--- config.mk ---
export PLATFORM = sky130hd
export DESIGN_NAME = t2w_timer
export DESIGN_NICKNAME = d
export VERILOG_FILES = /design/src/logic/t2w_pkg.sv /design/src/logic/t2w_prescaler.sv /design/src/logic/t2w_wave_out.sv /design/src/logic/t2w_timer.sv
export SDC_FILE = /design/constraint.sdc
export NUM_CORES = 1
export LEC_CHECK = 0
export ABC_AREA = 1
export BUFFER_PORTS_ARGS = -buffer_cell sky130_fd_sc_hd__buf_2
export CORE_MARGIN = 2
export CORE_UTILIZATION = 60
export CTS_CLUSTER_DIAMETER = 200
export CTS_CLUSTER_SIZE = 40
export DETAILED_ROUTE_END_ITERATION = 8
export GPL_TIMING_DRIVEN = 0
export PLACE_DENSITY_LB_ADDON = 0.05
export SYNTH_ARGS = -nofsm -noshare
export SYNTH_HDL_FRONTEND = slang
export SYNTH_SLANG_ARGS = --single-unit
--- constraint.sdc ---
create_clock -name clk -period 3 [get_ports clk]
set_input_delay 0.3 -clock clk [delete_from_list [all_inputs] [get_ports clk]]
set_output_delay 0.3 -clock clk [all_outputs]
set_load 0.01 [all_outputs]
--- src/logic/t2w_pkg.sv ---
// Purpose: Shared constants for the 8-bit timer wave and clock control.
// Assumes: Byte-wide register port at the timer's documented offsets.
// Notes:   The register offsets, field positions and byte reset value live here.
package t2w_pkg;

  // ----------------------------------------------------------------------
  // Register offsets
  // ----------------------------------------------------------------------
  localparam logic [7:0] T2W_OFF_CTRL_A  = 8'hB0;
  localparam logic [7:0] T2W_OFF_CTRL_B  = 8'hB1;
  localparam logic [7:0] T2W_OFF_COUNT   = 8'hB2;
  localparam logic [7:0] T2W_OFF_CMP_A   = 8'hB3;
  localparam logic [7:0] T2W_OFF_CMP_B   = 8'hB4;

  // ----------------------------------------------------------------------
  // Reset values and field positions
  // ----------------------------------------------------------------------
  localparam logic [7:0] T2W_RST_BYTE    = 8'h00;
  localparam int         T2W_A_ACT_HI    = 7;
  localparam int         T2W_A_ACT_LO    = 6;
  localparam int         T2W_B_ACT_HI    = 5;
  localparam int         T2W_B_ACT_LO    = 4;
  localparam int         T2W_MODE_HI_A   = 1;
  localparam int         T2W_FORCE_A     = 7;
  localparam int         T2W_FORCE_B     = 6;
  localparam int         T2W_MODE_HI_B   = 3;
  localparam int         T2W_CS_HI       = 2;
  localparam logic [7:0] T2W_CTRL_A_MASK = 8'hF3;
  localparam logic [7:0] T2W_CTRL_B_MASK = 8'h0F;

  // ----------------------------------------------------------------------
  // Count limits and action codes
  // ----------------------------------------------------------------------
  localparam logic [7:0] T2W_MAX         = 8'hFF;
  localparam logic [7:0] T2W_BOTTOM      = 8'h00;
  localparam logic [1:0] T2W_ACT_OFF     = 2'h0;
  localparam logic [1:0] T2W_ACT_TOGGLE  = 2'h1;
  localparam logic [1:0] T2W_ACT_CLEAR   = 2'h2;
  localparam logic [1:0] T2W_ACT_SET     = 2'h3;

  // ----------------------------------------------------------------------
  // Waveform mode codes and prescaler
  // ----------------------------------------------------------------------
  localparam logic [2:0] T2W_WM_NORMAL   = 3'h0;
  localparam logic [2:0] T2W_WM_PC_FF    = 3'h1;
  localparam logic [2:0] T2W_WM_CTC      = 3'h2;
  localparam logic [2:0] T2W_WM_FAST_FF  = 3'h3;
  localparam logic [2:0] T2W_WM_PC_A     = 3'h5;
  localparam logic [2:0] T2W_WM_FAST_A   = 3'h7;
  localparam logic [2:0] T2W_CS_STOP     = 3'h0;
  localparam logic [2:0] T2W_CS_DIRECT   = 3'h1;
  localparam int         T2W_PRE_W       = 10;

  typedef enum logic [1:0] {
    T2W_CL_NONPWM = 2'h0,
    T2W_CL_FAST   = 2'h1,
    T2W_CL_PHASE  = 2'h2
  } t2w_class_t;

endpackage

--- src/logic/t2w_prescaler.sv ---
// Purpose: Divides the selected timer source into the counting tick.
// Assumes: src_tick is a one-cycle pulse per source clock edge.
// Notes:   A stopped selection holds the divider at zero.
`timescale 1ns/1ps
`default_nettype none
module t2w_prescaler (
  // Clock and reset
  input  wire logic                         clk,
  input  wire logic                         nrst,
  // Source and selection
  input  wire logic                         src_tick,
  input  wire logic [2:0]                   clk_prescale_sel,
  // Counting tick
  output logic                              tick
);
  import t2w_pkg::*;

  logic [T2W_PRE_W-1:0] pre_reg;
  logic [T2W_PRE_W-1:0] pre_next;

  // ----------------------------------------------------------------------
  // Division mask per selection
  // ----------------------------------------------------------------------
  function automatic logic [T2W_PRE_W-1:0] div_mask(input logic [2:0] sel);
    case (sel)
      3'h2:    div_mask = 10'h007;
      3'h3:    div_mask = 10'h01F;
      3'h4:    div_mask = 10'h03F;
      3'h5:    div_mask = 10'h07F;
      3'h6:    div_mask = 10'h0FF;
      3'h7:    div_mask = 10'h3FF;
      default: div_mask = 10'h000;
    endcase
  endfunction

  always_comb begin
    pre_next = pre_reg;
    if (clk_prescale_sel == T2W_CS_STOP) begin
      pre_next = '0;
    end else if (src_tick) begin
      pre_next = pre_reg + 10'h001;
    end
  end

  // Stop, undivided, then /8 to /1024 per selection.
  assign tick = src_tick && (clk_prescale_sel != T2W_CS_STOP) &&
                ((pre_reg & div_mask(clk_prescale_sel)) ==
                 div_mask(clk_prescale_sel));

  always_ff @(posedge clk or negedge nrst) begin
    if (!nrst) begin
      pre_reg <= '0;
    end else begin
      pre_reg <= pre_next;
    end
  end

endmodule
`default_nettype wire

--- src/logic/t2w_wave_out.sv ---
// Purpose: One compare channel's waveform level and pin override.
// Assumes: Match and TOP events are one-cycle pulses qualified by the timer tick; force_strobe follows the register write.
// Notes:   Used for both channels with the same action tables.
`timescale 1ns/1ps
`default_nettype none
module t2w_wave_out (
  // Clock and reset
  input  wire logic                         clk,
  input  wire logic                         nrst,
  // Mode and action
  input  wire t2w_pkg::t2w_class_t          wave_class,
  input  wire logic [1:0]                   action,
  // Events
  input  wire logic                         match,
  input  wire logic                         force_strobe,
  input  wire logic                         at_top,
  input  wire logic                         at_wrap,
  input  wire logic                         cmp_is_top,
  input  wire logic                         dir_down,
  // Pin
  input  wire logic                         pin_dir,
  input  wire logic                         port_data,
  output logic                              pin_out,
  output logic                              pin_oe,
  output logic                              wave_level
);
  import t2w_pkg::*;

  logic wave_reg;
  logic wave_next;
  logic linked;

  // ----------------------------------------------------------------------
  // Waveform level
  // ----------------------------------------------------------------------
  always_comb begin
    wave_next = wave_reg;
    case (wave_class)
      T2W_CL_NONPWM: begin
        if (match || force_strobe) begin
          case (action)
            T2W_ACT_TOGGLE: wave_next = !wave_reg;
            T2W_ACT_CLEAR:  wave_next = 1'b0;
            T2W_ACT_SET:    wave_next = 1'b1;
            default:        wave_next = wave_reg;
          endcase
        end
      end
      T2W_CL_FAST: begin
        if (action[1]) begin
          if (at_wrap) begin
            wave_next = !action[0];
          end else if (match && !cmp_is_top) begin
            wave_next = action[0];
          end
        end
      end
      T2W_CL_PHASE: begin
        if (action[1]) begin
          if (cmp_is_top) begin
            if (at_top) begin
              wave_next = !action[0];
            end
          end else if (match) begin
            wave_next = dir_down ? !action[0] : action[0];
          end
        end
      end
      default: wave_next = wave_reg;
    endcase
  end

  // ----------------------------------------------------------------------
  // Pin override
  // ----------------------------------------------------------------------
  assign linked = (action != T2W_ACT_OFF) &&
                  !((wave_class != T2W_CL_NONPWM) &&
                    (action == T2W_ACT_TOGGLE));
  assign pin_out    = linked ? wave_reg : port_data;
  assign pin_oe     = pin_dir;
  assign wave_level = wave_reg;

  always_ff @(posedge clk or negedge nrst) begin
    if (!nrst) begin
      wave_reg <= 1'b0;
    end else begin
      wave_reg <= wave_next;
    end
  end

endmodule
`default_nettype wire

--- src/logic/t2w_timer.sv ---
// Purpose: 8-bit timer with two compare channels, mode decode and prescaler.
// Assumes: Byte register port in the clk domain; crystal clock is a pin.
// Notes:   Crystal edges pass a two-stage synchroniser before use.
`timescale 1ns/1ps
`default_nettype none
module t2w_timer (
  // Clock and reset
  input  wire logic                         clk,
  input  wire logic                         nrst,
  // Register port
  input  wire logic [7:0]                   reg_addr,
  input  wire logic [7:0]                   reg_wdata,
  input  wire logic                         reg_wr,
  input  wire logic                         reg_rd,
  output logic [7:0]                        reg_rdata,
  // Clock source
  input  wire logic                         clk_src_async,
  input  wire logic                         crystal_clk_pin,
  // Channel A pin
  input  wire logic                         chan_a_pin_dir,
  input  wire logic                         chan_a_port_data,
  output logic                              chan_a_wave_pin,
  output logic                              chan_a_wave_oe,
  // Channel B pin
  input  wire logic                         chan_b_pin_dir,
  input  wire logic                         chan_b_port_data,
  output logic                              chan_b_wave_pin,
  output logic                              chan_b_wave_oe,
  // Events
  output logic                              overflow_flag,
  output logic                              match_a_evt,
  output logic                              match_b_evt
);
  import t2w_pkg::*;

  // ----------------------------------------------------------------------
  // Declarations
  // ----------------------------------------------------------------------
  logic [7:0] control_a_reg, control_a_next;
  logic [7:0] control_b_reg, control_b_next;
  logic [7:0] counter_value_reg, counter_value_next;
  logic [7:0] cmp_a_buf_reg, cmp_a_buf_next;
  logic [7:0] cmp_b_buf_reg, cmp_b_buf_next;
  logic [7:0] compare_value_a_reg, compare_value_a_next;
  logic [7:0] compare_value_b_reg, compare_value_b_next;
  logic       dir_down_reg, dir_down_next;
  logic       block_reg, block_next;
  logic [7:0] rdata_reg, rdata_next;
  logic [2:0] xtal_sync_reg;
  logic [2:0] wave_mode_sel;
  logic [1:0] chan_a_output_action;
  logic [1:0] chan_b_output_action;
  logic [2:0] clk_prescale_sel;
  t2w_class_t wave_class;
  logic [7:0] top_val;
  logic       src_tick, tick;
  logic       wr_count, wr_ctrl_b;
  logic       force_match_a, force_match_b;
  logic       at_top, at_wrap, upd_cmp;
  logic       raw_match_a, raw_match_b;
  logic       ovf_next, ovf_reg, ma_reg, mb_reg;

  // ----------------------------------------------------------------------
  // Field decode
  // ----------------------------------------------------------------------
  assign chan_a_output_action = control_a_reg[T2W_A_ACT_HI:T2W_A_ACT_LO];
  assign chan_b_output_action = control_a_reg[T2W_B_ACT_HI:T2W_B_ACT_LO];
  assign wave_mode_sel    = {control_b_reg[T2W_MODE_HI_B],
                             control_a_reg[T2W_MODE_HI_A:0]};
  assign clk_prescale_sel = control_b_reg[T2W_CS_HI:0];

  function automatic t2w_class_t mode_class(input logic [2:0] wm);
    case (wm)
      T2W_WM_PC_FF, T2W_WM_PC_A:     mode_class = T2W_CL_PHASE;
      T2W_WM_FAST_FF, T2W_WM_FAST_A: mode_class = T2W_CL_FAST;
      default:                       mode_class = T2W_CL_NONPWM;
    endcase
  endfunction

  // TOP per mode; reserved modes count as normal.
  assign wave_class = mode_class(wave_mode_sel);
  assign top_val = ((wave_mode_sel == T2W_WM_CTC) ||
                    (wave_mode_sel == T2W_WM_PC_A) ||
                    (wave_mode_sel == T2W_WM_FAST_A)) ?
                   compare_value_a_reg : T2W_MAX;

  // ----------------------------------------------------------------------
  // Clock source
  // ----------------------------------------------------------------------
  always_ff @(posedge clk or negedge nrst) begin
    if (!nrst) begin
      xtal_sync_reg <= 3'h0;
    end else begin
      xtal_sync_reg <= {xtal_sync_reg[1:0], crystal_clk_pin};
    end
  end

  // I/O clock by default, crystal edges when selected.
  assign src_tick = clk_src_async ? (xtal_sync_reg[1] && !xtal_sync_reg[2])
                                  : 1'b1;

  t2w_prescaler u_pre (
    .clk              (clk),
    .nrst             (nrst),
    .src_tick         (src_tick),
    .clk_prescale_sel (clk_prescale_sel),
    .tick             (tick)
  );

  // ----------------------------------------------------------------------
  // Register writes and strobes
  // ----------------------------------------------------------------------
  assign wr_count  = reg_wr && (reg_addr == T2W_OFF_COUNT);
  assign wr_ctrl_b = reg_wr && (reg_addr == T2W_OFF_CTRL_B);
  assign force_match_a = wr_ctrl_b && reg_wdata[T2W_FORCE_A] &&
                         (wave_class == T2W_CL_NONPWM);
  assign force_match_b = wr_ctrl_b && reg_wdata[T2W_FORCE_B] &&
                         (wave_class == T2W_CL_NONPWM);

  // ----------------------------------------------------------------------
  // Counter sequence
  // ----------------------------------------------------------------------
  assign at_top  = tick && (counter_value_reg == top_val);
  assign at_wrap = at_top && (wave_class == T2W_CL_FAST);
  // Continuous equality, blocked on the tick after a counter write.
  assign raw_match_a = tick && !block_reg &&
                       (counter_value_reg == compare_value_a_reg);
  assign raw_match_b = tick && !block_reg &&
                       (counter_value_reg == compare_value_b_reg);

  always_comb begin
    counter_value_next = counter_value_reg;
    dir_down_next      = dir_down_reg;
    ovf_next           = 1'b0;
    block_next         = block_reg;
    if (tick) begin
      block_next = 1'b0;
      case (wave_class)
        T2W_CL_PHASE: begin
          if (!dir_down_reg) begin
            if (counter_value_reg == top_val) begin
              dir_down_next      = 1'b1;
              counter_value_next = counter_value_reg - 8'h01;
            end else begin
              counter_value_next = counter_value_reg + 8'h01;
            end
          end else if (counter_value_reg == T2W_BOTTOM) begin
            dir_down_next      = 1'b0;
            ovf_next           = 1'b1;
            counter_value_next = counter_value_reg + 8'h01;
          end else begin
            counter_value_next = counter_value_reg - 8'h01;
          end
        end
        T2W_CL_FAST: begin
          dir_down_next = 1'b0;
          ovf_next      = at_top;
          counter_value_next = at_top ? T2W_BOTTOM
                                      : counter_value_reg + 8'h01;
        end
        default: begin
          dir_down_next = 1'b0;
          ovf_next      = (counter_value_reg == T2W_MAX);
          // Only a real match clears in CTC, never a force.
          if ((wave_mode_sel == T2W_WM_CTC) && raw_match_a) begin
            counter_value_next = T2W_BOTTOM;
          end else begin
            counter_value_next = counter_value_reg + 8'h01;
          end
        end
      endcase
    end
    if (wr_count) begin
      counter_value_next = reg_wdata;
      block_next         = 1'b1;
    end
  end

  // ----------------------------------------------------------------------
  // Control and compare registers
  // ----------------------------------------------------------------------
  // Compare buffers load immediately in non-PWM modes, at TOP in PWM modes.
  assign upd_cmp = (wave_class == T2W_CL_NONPWM) || at_top;

  always_comb begin
    control_a_next = control_a_reg;
    control_b_next = control_b_reg;
    cmp_a_buf_next = cmp_a_buf_reg;
    cmp_b_buf_next = cmp_b_buf_reg;
    if (reg_wr) begin
      case (reg_addr)
        T2W_OFF_CTRL_A: control_a_next = reg_wdata & T2W_CTRL_A_MASK;
        T2W_OFF_CTRL_B: control_b_next = reg_wdata & T2W_CTRL_B_MASK;
        T2W_OFF_CMP_A:  cmp_a_buf_next = reg_wdata;
        T2W_OFF_CMP_B:  cmp_b_buf_next = reg_wdata;
        default:        control_a_next = control_a_reg;
      endcase
    end
    compare_value_a_next = upd_cmp ? cmp_a_buf_reg : compare_value_a_reg;
    compare_value_b_next = upd_cmp ? cmp_b_buf_reg : compare_value_b_reg;
  end

  // ----------------------------------------------------------------------
  // Read path
  // ----------------------------------------------------------------------
  always_comb begin
    rdata_next = rdata_reg;
    if (reg_rd) begin
      case (reg_addr)
        T2W_OFF_CTRL_A: rdata_next = control_a_reg;
        T2W_OFF_CTRL_B: rdata_next = control_b_reg;
        T2W_OFF_COUNT:  rdata_next = counter_value_reg;
        T2W_OFF_CMP_A:  rdata_next = cmp_a_buf_reg;
        T2W_OFF_CMP_B:  rdata_next = cmp_b_buf_reg;
        default:        rdata_next = T2W_RST_BYTE;
      endcase
    end
  end

  assign reg_rdata = rdata_reg;

  // ----------------------------------------------------------------------
  // State registers
  // ----------------------------------------------------------------------
  always_ff @(posedge clk or negedge nrst) begin
    if (!nrst) begin
      control_a_reg       <= T2W_RST_BYTE;
      control_b_reg       <= T2W_RST_BYTE;
      counter_value_reg   <= T2W_RST_BYTE;
      cmp_a_buf_reg       <= T2W_RST_BYTE;
      cmp_b_buf_reg       <= T2W_RST_BYTE;
      compare_value_a_reg <= T2W_RST_BYTE;
      compare_value_b_reg <= T2W_RST_BYTE;
      dir_down_reg        <= 1'b0;
      block_reg           <= 1'b0;
      rdata_reg           <= T2W_RST_BYTE;
      ovf_reg             <= 1'b0;
      ma_reg              <= 1'b0;
      mb_reg              <= 1'b0;
    end else begin
      control_a_reg       <= control_a_next;
      control_b_reg       <= control_b_next;
      counter_value_reg   <= counter_value_next;
      cmp_a_buf_reg       <= cmp_a_buf_next;
      cmp_b_buf_reg       <= cmp_b_buf_next;
      compare_value_a_reg <= compare_value_a_next;
      compare_value_b_reg <= compare_value_b_next;
      dir_down_reg        <= dir_down_next;
      block_reg           <= block_next;
      rdata_reg           <= rdata_next;
      ovf_reg             <= ovf_next;
      ma_reg              <= raw_match_a;
      mb_reg              <= raw_match_b;
    end
  end

  assign overflow_flag = ovf_reg;
  assign match_a_evt   = ma_reg;
  assign match_b_evt   = mb_reg;

  // ----------------------------------------------------------------------
  // Waveform channels
  // ----------------------------------------------------------------------
  t2w_wave_out u_wave_a (
    .clk          (clk),
    .nrst         (nrst),
    .wave_class   (wave_class),
    .action       (chan_a_output_action),
    .match        (raw_match_a),
    .force_strobe (force_match_a),
    .at_top       (at_top),
    .at_wrap      (at_wrap),
    .cmp_is_top   (compare_value_a_reg == top_val),
    .dir_down     (dir_down_reg),
    .pin_dir      (chan_a_pin_dir),
    .port_data    (chan_a_port_data),
    .pin_out      (chan_a_wave_pin),
    .pin_oe       (chan_a_wave_oe),
    .wave_level   ()
  );

  t2w_wave_out u_wave_b (
    .clk          (clk),
    .nrst         (nrst),
    .wave_class   (wave_class),
    .action       (chan_b_output_action),
    .match        (raw_match_b),
    .force_strobe (force_match_b),
    .at_top       (at_top),
    .at_wrap      (at_wrap),
    .cmp_is_top   (compare_value_b_reg == top_val),
    .dir_down     (dir_down_reg),
    .pin_dir      (chan_b_pin_dir),
    .port_data    (chan_b_port_data),
    .pin_out      (chan_b_wave_pin),
    .pin_oe       (chan_b_wave_oe),
    .wave_level   ()
  );

endmodule
`default_nettype wire

# [Word-level counts from Yosys, hierarchy flattened]
# Index checks and enable logic that the tools add are counted.
[op_classes] n_reduce_logical=54 mux=49 eq_ne=45 bitwise_logic=1 n_addsub=3
[op_table] op="two-way mux 8 bit" count=8
[op_table] op="one-hot mux 10 bit (6 select lines)" count=1
[op_table] op="== test 8 bit (second input constant)" count=6
[op_table] op="== test 8 bit" count=5
[op_table] op="one-hot mux 8 bit (5 select lines)" count=1
[op_table] op="two-way mux 1 bit" count=30
[op_table] op="logical AND 1 bit" count=21
[op_table] op="two-way mux 10 bit" count=2
[op_table] op="== test 3 bit (second input constant)" count=6
[op_table] op="one-hot mux 8 bit (2 select lines)" count=1
[op_table] op="AND reduction 8 bit" count=2
[op_table] op="== test 3 x 2 -> 1 bit (second input constant)" count=4
[op_table] op="inequality test 3 x 2 -> 1 bit (second input constant)" count=4
[op_table] op="one-hot mux 1 bit (3 select lines)" count=4
[op_table] op="adder 10 x 1 -> 10 bit (second input constant)" count=1
[op_table] op="bitwise AND 10 bit" count=1
[op_table] op="== test 10 bit" count=1
[op_table] op="== test 2 bit (second input constant)" count=5
[op_table] op="zero test 1 bit" count=10
[op_table] op="nonzero test 2 bit" count=5
[op_table] op="adder 8 x 1 -> 8 bit (second input constant)" count=1
[op_table] op="zero test 8 bit" count=1
[op_table] op="inequality test 2 bit (second input constant)" count=4
[op_table] op="inequality test 4 x 1 -> 1 bit (second input constant)" count=2
[op_table] op="13 further kinds" count=26
[totals] regBits=78 elab_cells=169

# [Depth between registers and ports, before layout]
# Gate-level depths: netlist (run 1).
[logic_depth] depth_word=12 ltp_mapped=19 ltp_nobuf=19

# [By module]
# A second synthesis (run 1) with hierarchy kept.
[unflattened] hier_cells=723 hier_area_um2=5263.8
[modules_own_cells] module="t2w_timer" area_each_um2=4091.4 n_inst=1 seq_area_each_um2=1651.6 cells_per_inst=551
[modules_own_cells] module="t2w_prescaler" area_each_um2=591.8 n_inst=1 seq_area_each_um2=250.2 cells_per_inst=80
[modules_own_cells] module="t2w_wave_out" area_each_um2=290.3 n_inst=2 seq_area_each_um2=25.0 cells_per_inst=46

# [Least setup slack after synthesis (run 1)]
# OpenSTA, ideal clock, no wires.
[synth_timing] path_kind="flip-flop to flip-flop" from="register control_a_reg[0]" to="register counter_value_reg[1]" t_arrival_ns=1.750 path_stages_with_launch=18 path_slack_ns=1.134 period_less_slack_ns=1.866 setup_ns=0.117 cell_sequence="dfrtp_1 -> inv_2 -> nand3_2 -> nand2_4 -> buf_12 -> nand3_1 -> nand2_1 -> nand2_2 -> nor2_4 -> nand3_4 -> nand2_4 -> nand2_4 -> nand2_4 -> nand2_2 -> nand3_1 -> nand2_1 -> nand2_1 -> nand2_1"
[synth_between] elab_chain_len=10 word_cells_on_any_way=23
[synth_rtl] item="start: declaration" line_no="t2w_timer.sv:39" source="logic [7:0] control_a_reg, control_a_next;"
[synth_rtl] item="start signal: assignment" line_no="t2w_timer.sv:241" source="control_a_reg <= control_a_next;"
[synth_rtl] item="== test 3 x 2 -> 1 bit / == test 3 bit (equally long branches)"
[synth_rtl] item="logical OR 1 bit" line_no="t2w_timer.sv:82" source="assign top_val = ((wave_mode_sel == T2W_WM_CTC) ||"
[synth_rtl] item="logical OR 1 bit" line_no="t2w_timer.sv:83" source="(wave_mode_sel == T2W_WM_PC_A) ||"
[synth_rtl] item="two-way mux 8 bit" line_no="t2w_timer.sv:84" source="(wave_mode_sel == T2W_WM_FAST_A)) ?"
[synth_rtl] item="== test 8 bit" line_no="t2w_timer.sv:123, t2w_timer.sv:141"
[synth_rtl] item="two-way mux 8 bit / logical AND 1 bit (equally long branches)" line_no="t2w_timer.sv:141, t2w_timer.sv:123"
[synth_rtl] item="two-way mux 8 bit, on equally long branches" line_no="t2w_timer.sv:140, t2w_timer.sv:158"
[synth_rtl] item="one-hot mux 8 bit (2 select lines) (*)" line_no="t2w_timer.sv:138" source="case (wave_class)"
[synth_rtl] item="two-way mux 8 bit (*)" line_no="t2w_timer.sv:136" source="if (tick) begin"
[synth_rtl] item="two-way mux 8 bit (*)" line_no="t2w_timer.sv:173" source="if (wr_count) begin"
[synth_rtl] item="end signal: assignment" line_no="t2w_timer.sv:243" source="counter_value_reg <= counter_value_next;"
[synth_rtl] item="end: declaration" line_no="t2w_timer.sv:41" source="logic [7:0] counter_value_reg, counter_value_next;"
# Mark *: on every way between the ends. The rest lies on a longest branch, timed or not. The select of a mux whose other input is x is not followed.
# A chain may end at the register's enable or synchronous reset.

# [Worst setup path in the final report (run 1)]
[layout_timing] from="register counter_value_reg[6]" to="register counter_value_reg[1]"
[layout_between] elab_chain_len=7 word_cells_on_any_way=14
[layout_rtl] item="== test 8 bit" line_no="t2w_timer.sv:127" source="(counter_value_reg == compare_value_a_reg);"
[layout_rtl] item="logical AND 1 bit" line_no="t2w_timer.sv:126" source="assign raw_match_a = tick && !block_reg &&"
[layout_rtl] item="logical AND 1 bit" line_no="t2w_timer.sv:165" source="if ((wave_mode_sel == T2W_WM_CTC) && raw_match_a) begin"
[layout_rtl] item="two-way mux 8 bit" line_no="t2w_timer.sv:165"
[layout_rtl] item="one-hot mux 8 bit (2 select lines) (*)" line_no="t2w_timer.sv:138"
[layout_rtl] item="two-way mux 8 bit (*)" line_no="t2w_timer.sv:136"
[layout_rtl] item="two-way mux 8 bit (*)" line_no="t2w_timer.sv:173"
# Marks and branches as above.

==> impl_metrics.tcl, run 1 <==
set metrics [dict create \
    outcome "complete, no violations" \
    finalMaxSlewViolations 0 \
    yosys.area_share.simple_pct 30.4 \
    end_kind "flop" \
    syn_area_sq_mm 0.00498 \
    core_sq_mm 0.00813 \
    start_kind "flop" \
    worst_r2r_path_depth 11 \
    synthMuxAreaShare_pct 0.226 \
    grt_max_degree 51 \
    max_freq_mhz 407 \
    clock_skew_ps 9.98 \
    worstReg2RegStart "counter_value_reg[6]" \
    grt_pass1_wl_um 21600 \
    dieWidth_um 95.1 \
    synth_edf_count 0 \
    netlist.area_leader.share_pct 39.2 \
    ys_types 40 \
    clkLatencyLatePin_ps 360 \
    clock-root-buffer "clkbuf_8" \
    cts_hold_buffers 1 \
    synth_xor_area_share_pct 5.10 \
    grt_antenna_before_repair 0 \
    vias_per_cell 5.69 \
    cp_slowest_cell "nor3_1" \
    synth_top_family_by_area "simple AND/OR/NAND/NOR gates" \
    dpl.hpwl_um 10300 \
    fin_crit_sh_pct 81.8 \
    cp.required_ps 3250 \
    port_buffers 38 \
    start_util_pct 61.3 \
    syn_nets 711 \
    max_slew.worst_pin.slew_ps 746 \
    power_frac_seq_pct 41.4 \
    clkPwrFrac_pct 29.4 \
    reg2reg_to "counter_value_reg[1]" \
    yosys_warnings 0 \
    syn-instance-count 671 \
    track_usage_pct 31.3 \
    layout-drive-gt1-share_pct 14.7 \
    grt_pass1_vias 4335 \
    power.internal_mw 1.83 \
    synth_top_area_cell "dfrtp_1" \
    crit_arrival_ps 2710 \
    nets 762 \
    rows 33 \
    htree_levels 3 \
    yosys_register_bits 78 \
    synth.area.top_cells "dfrtp_1 39%, nand2_1 15%, o21ai_0 6.5%" \
    synth-async-reset-ratio_pct 100 \
    p_sw_mw 1.07 \
    relSlewSlack_pct 49.9 \
    holdCritStartpoint "crystal_clk_pin" \
    cts.sinks 78 \
    crit_top_cell "nand2_1" \
    hold_violations 0 \
    path_cells "clkbuf_1 -> xnor2_1 -> nand4_1 -> nor3_1 -> nand4_1 -> nand2_1 -> nand3_2 -> nand3_1 -> nand2_1 -> nand2_1 -> nand2_1" \
    peakVddDrop_mv 0.238 \
    antenna_left 0 \
    vias 4731 \
    switching_share_pct 36.9 \
    cts.clk_slew.worst_paths_ps 90 \
    cp_num_buf_inv 1 \
    synth-compound-area-share_pct 12.8 \
    yosysSeqAreaShare_pct 39.2 \
    hold_path_class "input pin to flop" \
    setup_viol 0 \
    syn_to_final_growth_pct 11.5 \
    path_delay_family "simple AND/OR/NAND/NOR gates" \
    cellPowerDensity_mw_per_mm2 521 \
    grt-ovfl-total 0 \
    cts_resized 0 \
    drcViolationCount 0 \
    crit_path_max_fanout 8 \
    wl_um 13300 \
    die_h_um 95.1 \
    syn_area_per_cell_sq_um 7.43 \
    largest_reg_flops 10 \
    reg2reg_setup_slack_ps 550 \
    power_frac_comb_pct 29.1 \
    critPathKind "flop to flop" \
    first_pass_iters 6 \
    postCtsSetupBuffers 0 \
    critPathMaxStageDelay_ps 440 \
    avgRoutedWirePerCell_um 16.0 \
    cts_tree "done" \
    synthAdderAreaFrac_pct 3.51 \
    io_pins 41 \
    design_area_sq_mm 0.00556 \
    placed_area_sq_mm 0.00534 \
    ys.flop_type "dfrtp_1" \
    setup-tns-final_ps 0 \
    numCtsBuffers 9 \
    n_antenna_cell 0 \
    path_depth 11 \
    max-cap-violations 0 \
    rsz0062_at_grt "no" \
    clk_path_buf_depth 2 \
    gp_congestion 0.947 \
    drtIter0Drc 311 \
    min_to "xtal_sync_reg[0]" \
    die_area_sq_mm 0.00905 \
    period_minus_slack_ps 2450 \
    p_leak_nw 2.78 \
    whs_path_depth 1 \
]
[cells in the final DEF (no fill, tap or decap), types with 3 or more instances in the layout]
cell type	instances
inv_1	80
o22ai_1	4
nand3_1	38
xnor2_1	4
o211ai_1	3
nand2_2	6
inv_2	9
nand2_1	197
nor3_1	8
a21oi_1	33
nor2_1	28
nor4_1	6
buf_4	3
a221oi_1	3
nand3_2	9
o21ai_0	65
nand4_1	13
nor2_4	4
clkbuf_8	10
ha_1	14
xor2_1	25
dfrtp_1	78
buf_2	45
o2111ai_1	3
nand2_4	6
clkbuf_1	7
[synthesized netlist by cell type, drive strengths merged, types with 4 or more instances]
library cell,count
a21oi,33
inv,89
ha,14
nand2,209
buf,11
nor3,9
o21ai,67
nand4,13
o22ai,4
nor4,7
dfrtp,78
clkbuf,7
xnor2,4
nor2,34
nand3,48
xor2,25
[final cells by class]
type | count | area [sq um]
Clock inverter | 6 | 76.3
Multi-Input combinational cell | 485 | 2590
Sequential cell | 78 | 1950
Fill cell | 712 | 2570
Clock buffer | 10 | 138
Inverter | 90 | 338
Buffer | 18 | 101
Tap cell | 105 | 131
Timing Repair Buffer | 40 | 230
[per-stage QoR]
stage / hold slack [ps] / power [mW] / worst slack, ps / cells / utilization (%)
finish: 40.4 / 2.90 / 546 / 832 / 68.3
global route: 22.2 / 3.06 / 443 / 832 / 68.3
CTS: 32.7 / 2.89 / 603 / 832 / 68.3
detailed placement: 250 / 2.04 / 674 / 815 / 65.6
global placement: 335 / 2.02 / 714 / 814 / 65.2
floorplan: 4.41 / 1.80 / 1130 / 671 / -
[metal layers]
layer	part of all wire (%)	global-route usage (%)
met3	6.8	5.61
met5	0	0
met4	4.1	14.7
met2	46	49.2
met1	43	42.0
[how the worst max path moves through the flow]
stage,to,slack [ps],from
2_1_floorplan,counter_value_reg[1],1130,control_a_reg[0]
3_3_place_gp,counter_value_reg[7],710,counter_value_reg[6]
3_5_place_dp,counter_value_reg[6],670,reg_addr[6]
4_1_cts,chan_b_wave_pin,600,control_a_reg[0]
5_1_grt,counter_value_reg[1],440,counter_value_reg[0]
6_report,counter_value_reg[1],550,counter_value_reg[6]
[worst register-to-register path, delay by kind of cell (launching register included)]
family	cells	cell delay, ps
flops	1	340
xor+xnor	1	170
buf+inv	1	390
simple gates	9	1450
[power groups by stage]
| stage | Clock [mW] | Sequential, mW | Combinational [mW] |
|---|---|---|---|
| after floorplan | 0 | 1.20 | 0.602 |
| after global placement | 0 | 1.22 | 0.801 |
| after detailed placement | 0 | 1.22 | 0.822 |
| after CTS | 0.859 | 1.20 | 0.828 |
| after global routing | 0.910 | 1.21 | 0.936 |
| final | 0.853 | 1.20 | 0.845 |
[logic make-up (layout without fill, tap and decap cells)]
| kind of cell | after synthesis | count (layout) |
|---|---|---|
| adders and majority gates | 14 | 14 |
| muxes | 1 | 1 |
| DFF | 78 | 78 |
| and+or+nand+nor | 323 | 323 |
| buffers and inverters | 108 | 164 |
| xor gates and xnor gates | 29 | 29 |
| AOI/OAI and AO/OA | 118 | 118 |
Note: power is estimated with default switching activity, not from simulation.
==> run 2, diff against run 1 <==
Clock period 3 ns to 2.3 ns, I/O delays scaled along.
==> impl_metrics.tcl, run 2 (synthesis gave the netlist of run 1 again) <==
set metrics [dict create \
    grt_pass1_vias 4329 \
    cts.clk_slew.worst_paths_ps 90 \
    multi_input_area_sq_mm 0.00270 \
    dp_cells 815 \
    crit_path_max_fanout 6 \
    n_antenna_cell 0 \
    grt_pass1_wl_um 21600 \
    dieWidth_um 95.1 \
    numCtsBuffers 9 \
    vias_per_cell 5.76 \
    path_cells "inv_2 -> nand3_4 -> nand2_8 -> buf_12 -> nand3_1 -> nand2_1 -> nand2_2 -> nor2_4 -> nand3_4 -> nand2_8 -> nand2_4 -> nand2_4 -> inv_4 -> nand3_1 -> nand2_1 -> nand2_1 -> nand2_1" \
    period_minus_slack_ps 2310 \
    syn_to_final_growth_pct 15.5 \
    finalMaxSlewViolations 0 \
    setup-tns-final_ps -15.1 \
    worst_slack_ps -11.8 \
    drtIter0Drc 407 \
    end_kind "flop" \
    layout_commonest_cell "nand2_1" \
    nets 771 \
    drcViolationCount 0 \
    grt_antenna_before_repair 0 \
    final_cells 841 \
    port_buffers 38 \
    final_util_pct 70.8 \
    die_h_um 95.1 \
    peakVddDrop_mv 0.313 \
    gp_congestion 0.947 \
    die_area_sq_mm 0.00905 \
    hold_violations 0 \
    avgRoutedWirePerCell_um 16.5 \
    cellPowerDensity_mw_per_mm2 669 \
    io_pins 41 \
    grt-ovfl-total 0 \
    clk_path_buf_depth 2 \
    p_leak_nw 2.85 \
    vias 4843 \
    max_freq_mhz 433 \
    max_slew.worst_pin.slew_ps 778 \
    clkLatencyLatePin_ps 360 \
    start_util_pct 61.3 \
    worst_r2r_path_depth 17 \
    crit_top_cell "nand2_1" \
    cts_tree "done" \
    hold_path_class "input pin to flop" \
    fill_cells 676 \
    clock-root-buffer "clkbuf_8" \
    htree_levels 3 \
    largest_reg_flops 10 \
    relSlewSlack_pct 47.7 \
    clock_skew_ps 11.8 \
    most-common-layout-cells "188 x nand2_1, 79 x inv_1, 76 x dfrtp_1, 65 x o21ai_0, 44 x buf_2" \
    rows 33 \
    outcome "finished with violations" \
    critPathMaxStageDelay_ps 470 \
    register_area_sq_mm 0.00195 \
    setup_viol 2 \
    critPathKind "flop to flop" \
    fin_crit_sh_pct 101 \
    dpl.hpwl_um 10300 \
    rsz0062_at_grt "yes" \
    crit_arrival_ps 2570 \
    violations "negative setup slack" \
    layout-drive-gt1-share_pct 18.8 \
    track_usage_pct 31.3 \
    whs_path_depth 3 \
    cts.sinks 78 \
    wl_um 13800 \
    fin_hold_ws_ps 130 \
    max-cap-violations 0 \
    antenna_left 0 \
    first_pass_iters 5 \
    core_sq_mm 0.00813 \
    cp_slowest_cell "dfrtp_2" \
    cp.required_ps 2560 \
    grt_max_degree 51 \
    start_kind "flop" \
]
## run 2: path summary, 6_finish.rpt
check | start | endpoint | slack (ps)
worst max register to register | control_a_reg[0] | counter_value_reg[5] | -10
max in group asynchronous | nrst | control_b_reg[3] | 1350
worst min register to register | xtal_sync_reg[0] | xtal_sync_reg[1] | 370
worst min-delay path | reg_rd | reg_rdata[6] | 130
worst max-delay path | control_a_reg[0] | counter_value_reg[5] | -10
min in group asynchronous | nrst | compare_value_b_reg[5] | 330
## run 2: final cells by class
type / instances / share of cell area (%)
multi-input cells: 487 / 46.9
inverters: 90 / 5.98
plain buffers: 17 / 1.76
clock inverters: 6 / 1.33
well taps: 105 / 2.28
flip-flops and latches: 78 / 33.9
clock buffers: 10 / 2.39
repair buffers: 48 / 5.39
## run 2: worst max-delay path, delay by kind of cell, from the launching register on
kind                   cells  cell delay [ps]
buffers and inverters      3              270
DFF                        1              470
and+or+nand+nor           14             1470
## run 2: metal layers
| metal | wire length [um] | GRT usage, % | up-vias |
|---|---|---|---|
| met5 | 0 | 0 | - |
| met4 | 562 | 14.7 | 0 |
| met3 | 1030 | 5.61 | 45 |
| met2 | 6400 | 49.1 | 225 |
| met1 | 5850 | 42.1 | 2273 |
| li1 | - | - | 2300 |
## run 2: what timing repair did
action	in CTS	in global routing
endpoints found under the setup margin	3	16
buffers inserted	0	6
pin swaps	0	14
resized for setup	3	27
hold buffers	2	0
endpoints found under the hold margin	29	0
cloned	0	3
## run 2: per-stage QoR
stage / total power [mW] / worst slack (ps) / instance area [sq um]
global placement: 2.63 / 13.6 / 5310
global route: 4.05 / -106 / 5760
CTS: 3.77 / 28.2 / 5570
finish: 3.85 / -11.8 / 5760
detailed placement: 2.66 / -12.9 / 5340
floorplan: 2.35 / 434 / 4980
## run 2: report_power, final
part / switching (mW) / internal, mW / leakage [nW]
clock network: 0.562 / 0.550 / 0.109
registers: 0.101 / 1.47 / 1.06
logic: 0.775 / 0.394 / 1.68
==> run 3, diff against run 2 <==
Settings changed: GPL_TIMING_DRIVEN 0 to default.
==> impl_metrics.tcl, run 3 (synthesis gave the netlist of run 1 again) <==
set metrics [dict create \
    htree_levels 3 \
    drtIter0Drc 378 \
    worstReg2RegStart "control_a_reg[0]" \
    grt_antenna_before_repair 0 \
    rows 33 \
    drcViolationCount 0 \
    grt_pass1_wl_um 22400 \
    die_area_sq_mm 0.00905 \
    path_cells "inv_2 -> nand3_4 -> nand2_8 -> nand2_1 -> nand2_1 -> nand2_2 -> inv_2 -> nand2_2 -> nor2_4 -> nand3_4 -> nand2_8 -> nand2_4 -> nand2_4 -> inv_2 -> nand3_1 -> nand2_1 -> nand2_1 -> nand2_1" \
    first_pass_iters 6 \
    wl_um 13900 \
    peakVddDrop_mv 0.586 \
    syn_to_final_growth_pct 14.5 \
    io_pins 41 \
    avgRoutedWirePerCell_um 16.6 \
    grt-ovfl-total 0 \
    vias 4777 \
    cts.sinks 78 \
    max-cap-violations 0 \
    hold_violations 0 \
    antenna_left 0 \
    max_freq_mhz 464 \
    grt_max_degree 79 \
    layout_commonest_cell "nand2_1" \
    die_h_um 95.1 \
    cts_tree "done" \
    place_ws_ps 76.5 \
    reg2reg_to "counter_value_reg[4]" \
    p_leak_nw 2.87 \
    crit_arrival_ps 2400 \
    vias_per_cell 5.67 \
    core_sq_mm 0.00813 \
    dpl.hpwl_um 10400 \
    gp_congestion 1.04 \
    clkLatencyLatePin_ps 350 \
    nets 773 \
    n_antenna_cell 0 \
    critPathMaxStageDelay_ps 450 \
    worst_r2r_path_depth 18 \
    dieWidth_um 95.1 \
    finalMaxSlewViolations 0 \
    clock-root-buffer "clkbuf_8" \
    cp.required_ps 2540 \
    fin_crit_sh_pct 93.8 \
    whs_path_depth 3 \
    power.total_mw 3.83 \
    relSlewSlack_pct 68.7 \
    numCtsBuffers 9 \
    clk_path_buf_depth 2 \
    min_to "reg_rdata[6]" \
    period_minus_slack_ps 2160 \
    fill_cells 666 \
    cp_slowest_cell "dfrtp_2" \
    max_slew.worst_pin.slew_ps 468 \
    layout-drive-gt1-share_pct 17.1 \
    clock_skew_ps 10.6 \
    final_util_pct 70.2 \
    worst_slack_ps 143 \
    dp_cells 820 \
    crit_path_max_fanout 10 \
    final_cells 842 \
    reg2reg_setup_slack_ps 140 \
    start_util_pct 61.3 \
    cts.clk_slew.worst_paths_ps 90 \
    start_kind "flop" \
    setup_viol 0 \
    hold_path_class "input pin to flop" \
    most-common-layout-cells "196 x nand2_1, 79 x inv_1, 77 x dfrtp_1, 65 x o21ai_0, 38 x nand3_1" \
    end_kind "flop" \
    largest_reg_flops 10 \
    track_usage_pct 32.8 \
    crit_top_cell "nand2_1" \
    cellPowerDensity_mw_per_mm2 672 \
    critPathKind "flop to flop" \
    holdCritStartpoint "reg_rd" \
    outcome "complete, no violations" \
    grt_pass1_vias 4336 \
    port_buffers 36 \
]
[run 3: changes by cell type in the layout (fill, tap and decap cells not counted), moves of 2 or more]
cell,previous run,this run
clkbuf_1,5,1
nand2_2,14,7
nand3_2,12,8
nand3_1,34,38
nand2_4,7,5
inv_2,8,10
nand2_1,188,196
buf_4,9,29
buf_2,44,35
inv_4,2,0
[run 3: through the flow]
stage                     hold WS [ps]  instance area, sq um  TNS (ps)
after floorplan                  -65.6                  4980         0
after global placement             284                  5420         0
after detailed placement           292                  5420         0
after CTS                          113                  5630         0
after global routing               135                  5710     -3.82
final                              119                  5710         0
[run 3: worst max path at each step]
stage                      from                    to  slack [ps]  depth (start not counted)
5_1_grt        control_a_reg[0]  counter_value_reg[4]          -4                         18
3_3_place_gp   control_a_reg[0]  counter_value_reg[1]         190                         18
4_1_cts        control_a_reg[0]       chan_b_wave_pin          20                          8
6_report       control_a_reg[0]  counter_value_reg[4]         140                         18
2_1_floorplan  control_a_reg[0]  counter_value_reg[1]         430                         17
3_5_place_dp   control_a_reg[0]  counter_value_reg[3]          80                         18
[run 3: routing by layer]
| layer | GRT usage [%] | wire (um) |
|---|---|---|
| met1 | 44.5 | 5750 |
| met4 | 12.6 | 486 |
| met5 | 0 | 0 |
| met3 | 5.53 | 1100 |
| met2 | 52.8 | 6600 |
[run 3: power breakdown]
| part | switching [mW] | internal, mW |
|---|---|---|
| registers | 0.0918 | 1.47 |
| clock network | 0.539 | 0.534 |
| logic | 0.752 | 0.447 |
[run 3: layout make-up]
class                           instances  area (sq um)  share of cell area (%)
Multi-Input combinational cell        486          2630                    46.2
Sequential cell                        78          1950                    34.2
Timing Repair Buffer                   68           453                    7.94
Inverter                               90           338                    5.92
Clock buffer                           11           141                    2.48
Tap cell                              105           131                    2.30
Clock inverter                          4          56.3                   0.987
[run 3: worst max-delay path, delay by kind of cell (launching register included)]
kind                   cells  cell delay (ps)
AND/OR/NAND/NOR           15             1370
flip-flops                 1              450
buffers and inverters      3              200
[run 3: what timing repair did]
action / CTS / global route
gates resized for setup: 0 / 7
endpoints found under the hold margin: 79 / 0
buffers inserted: 0 / 4
endpoints found under the setup margin: 0 / 16
hold buffers: 2 / 0
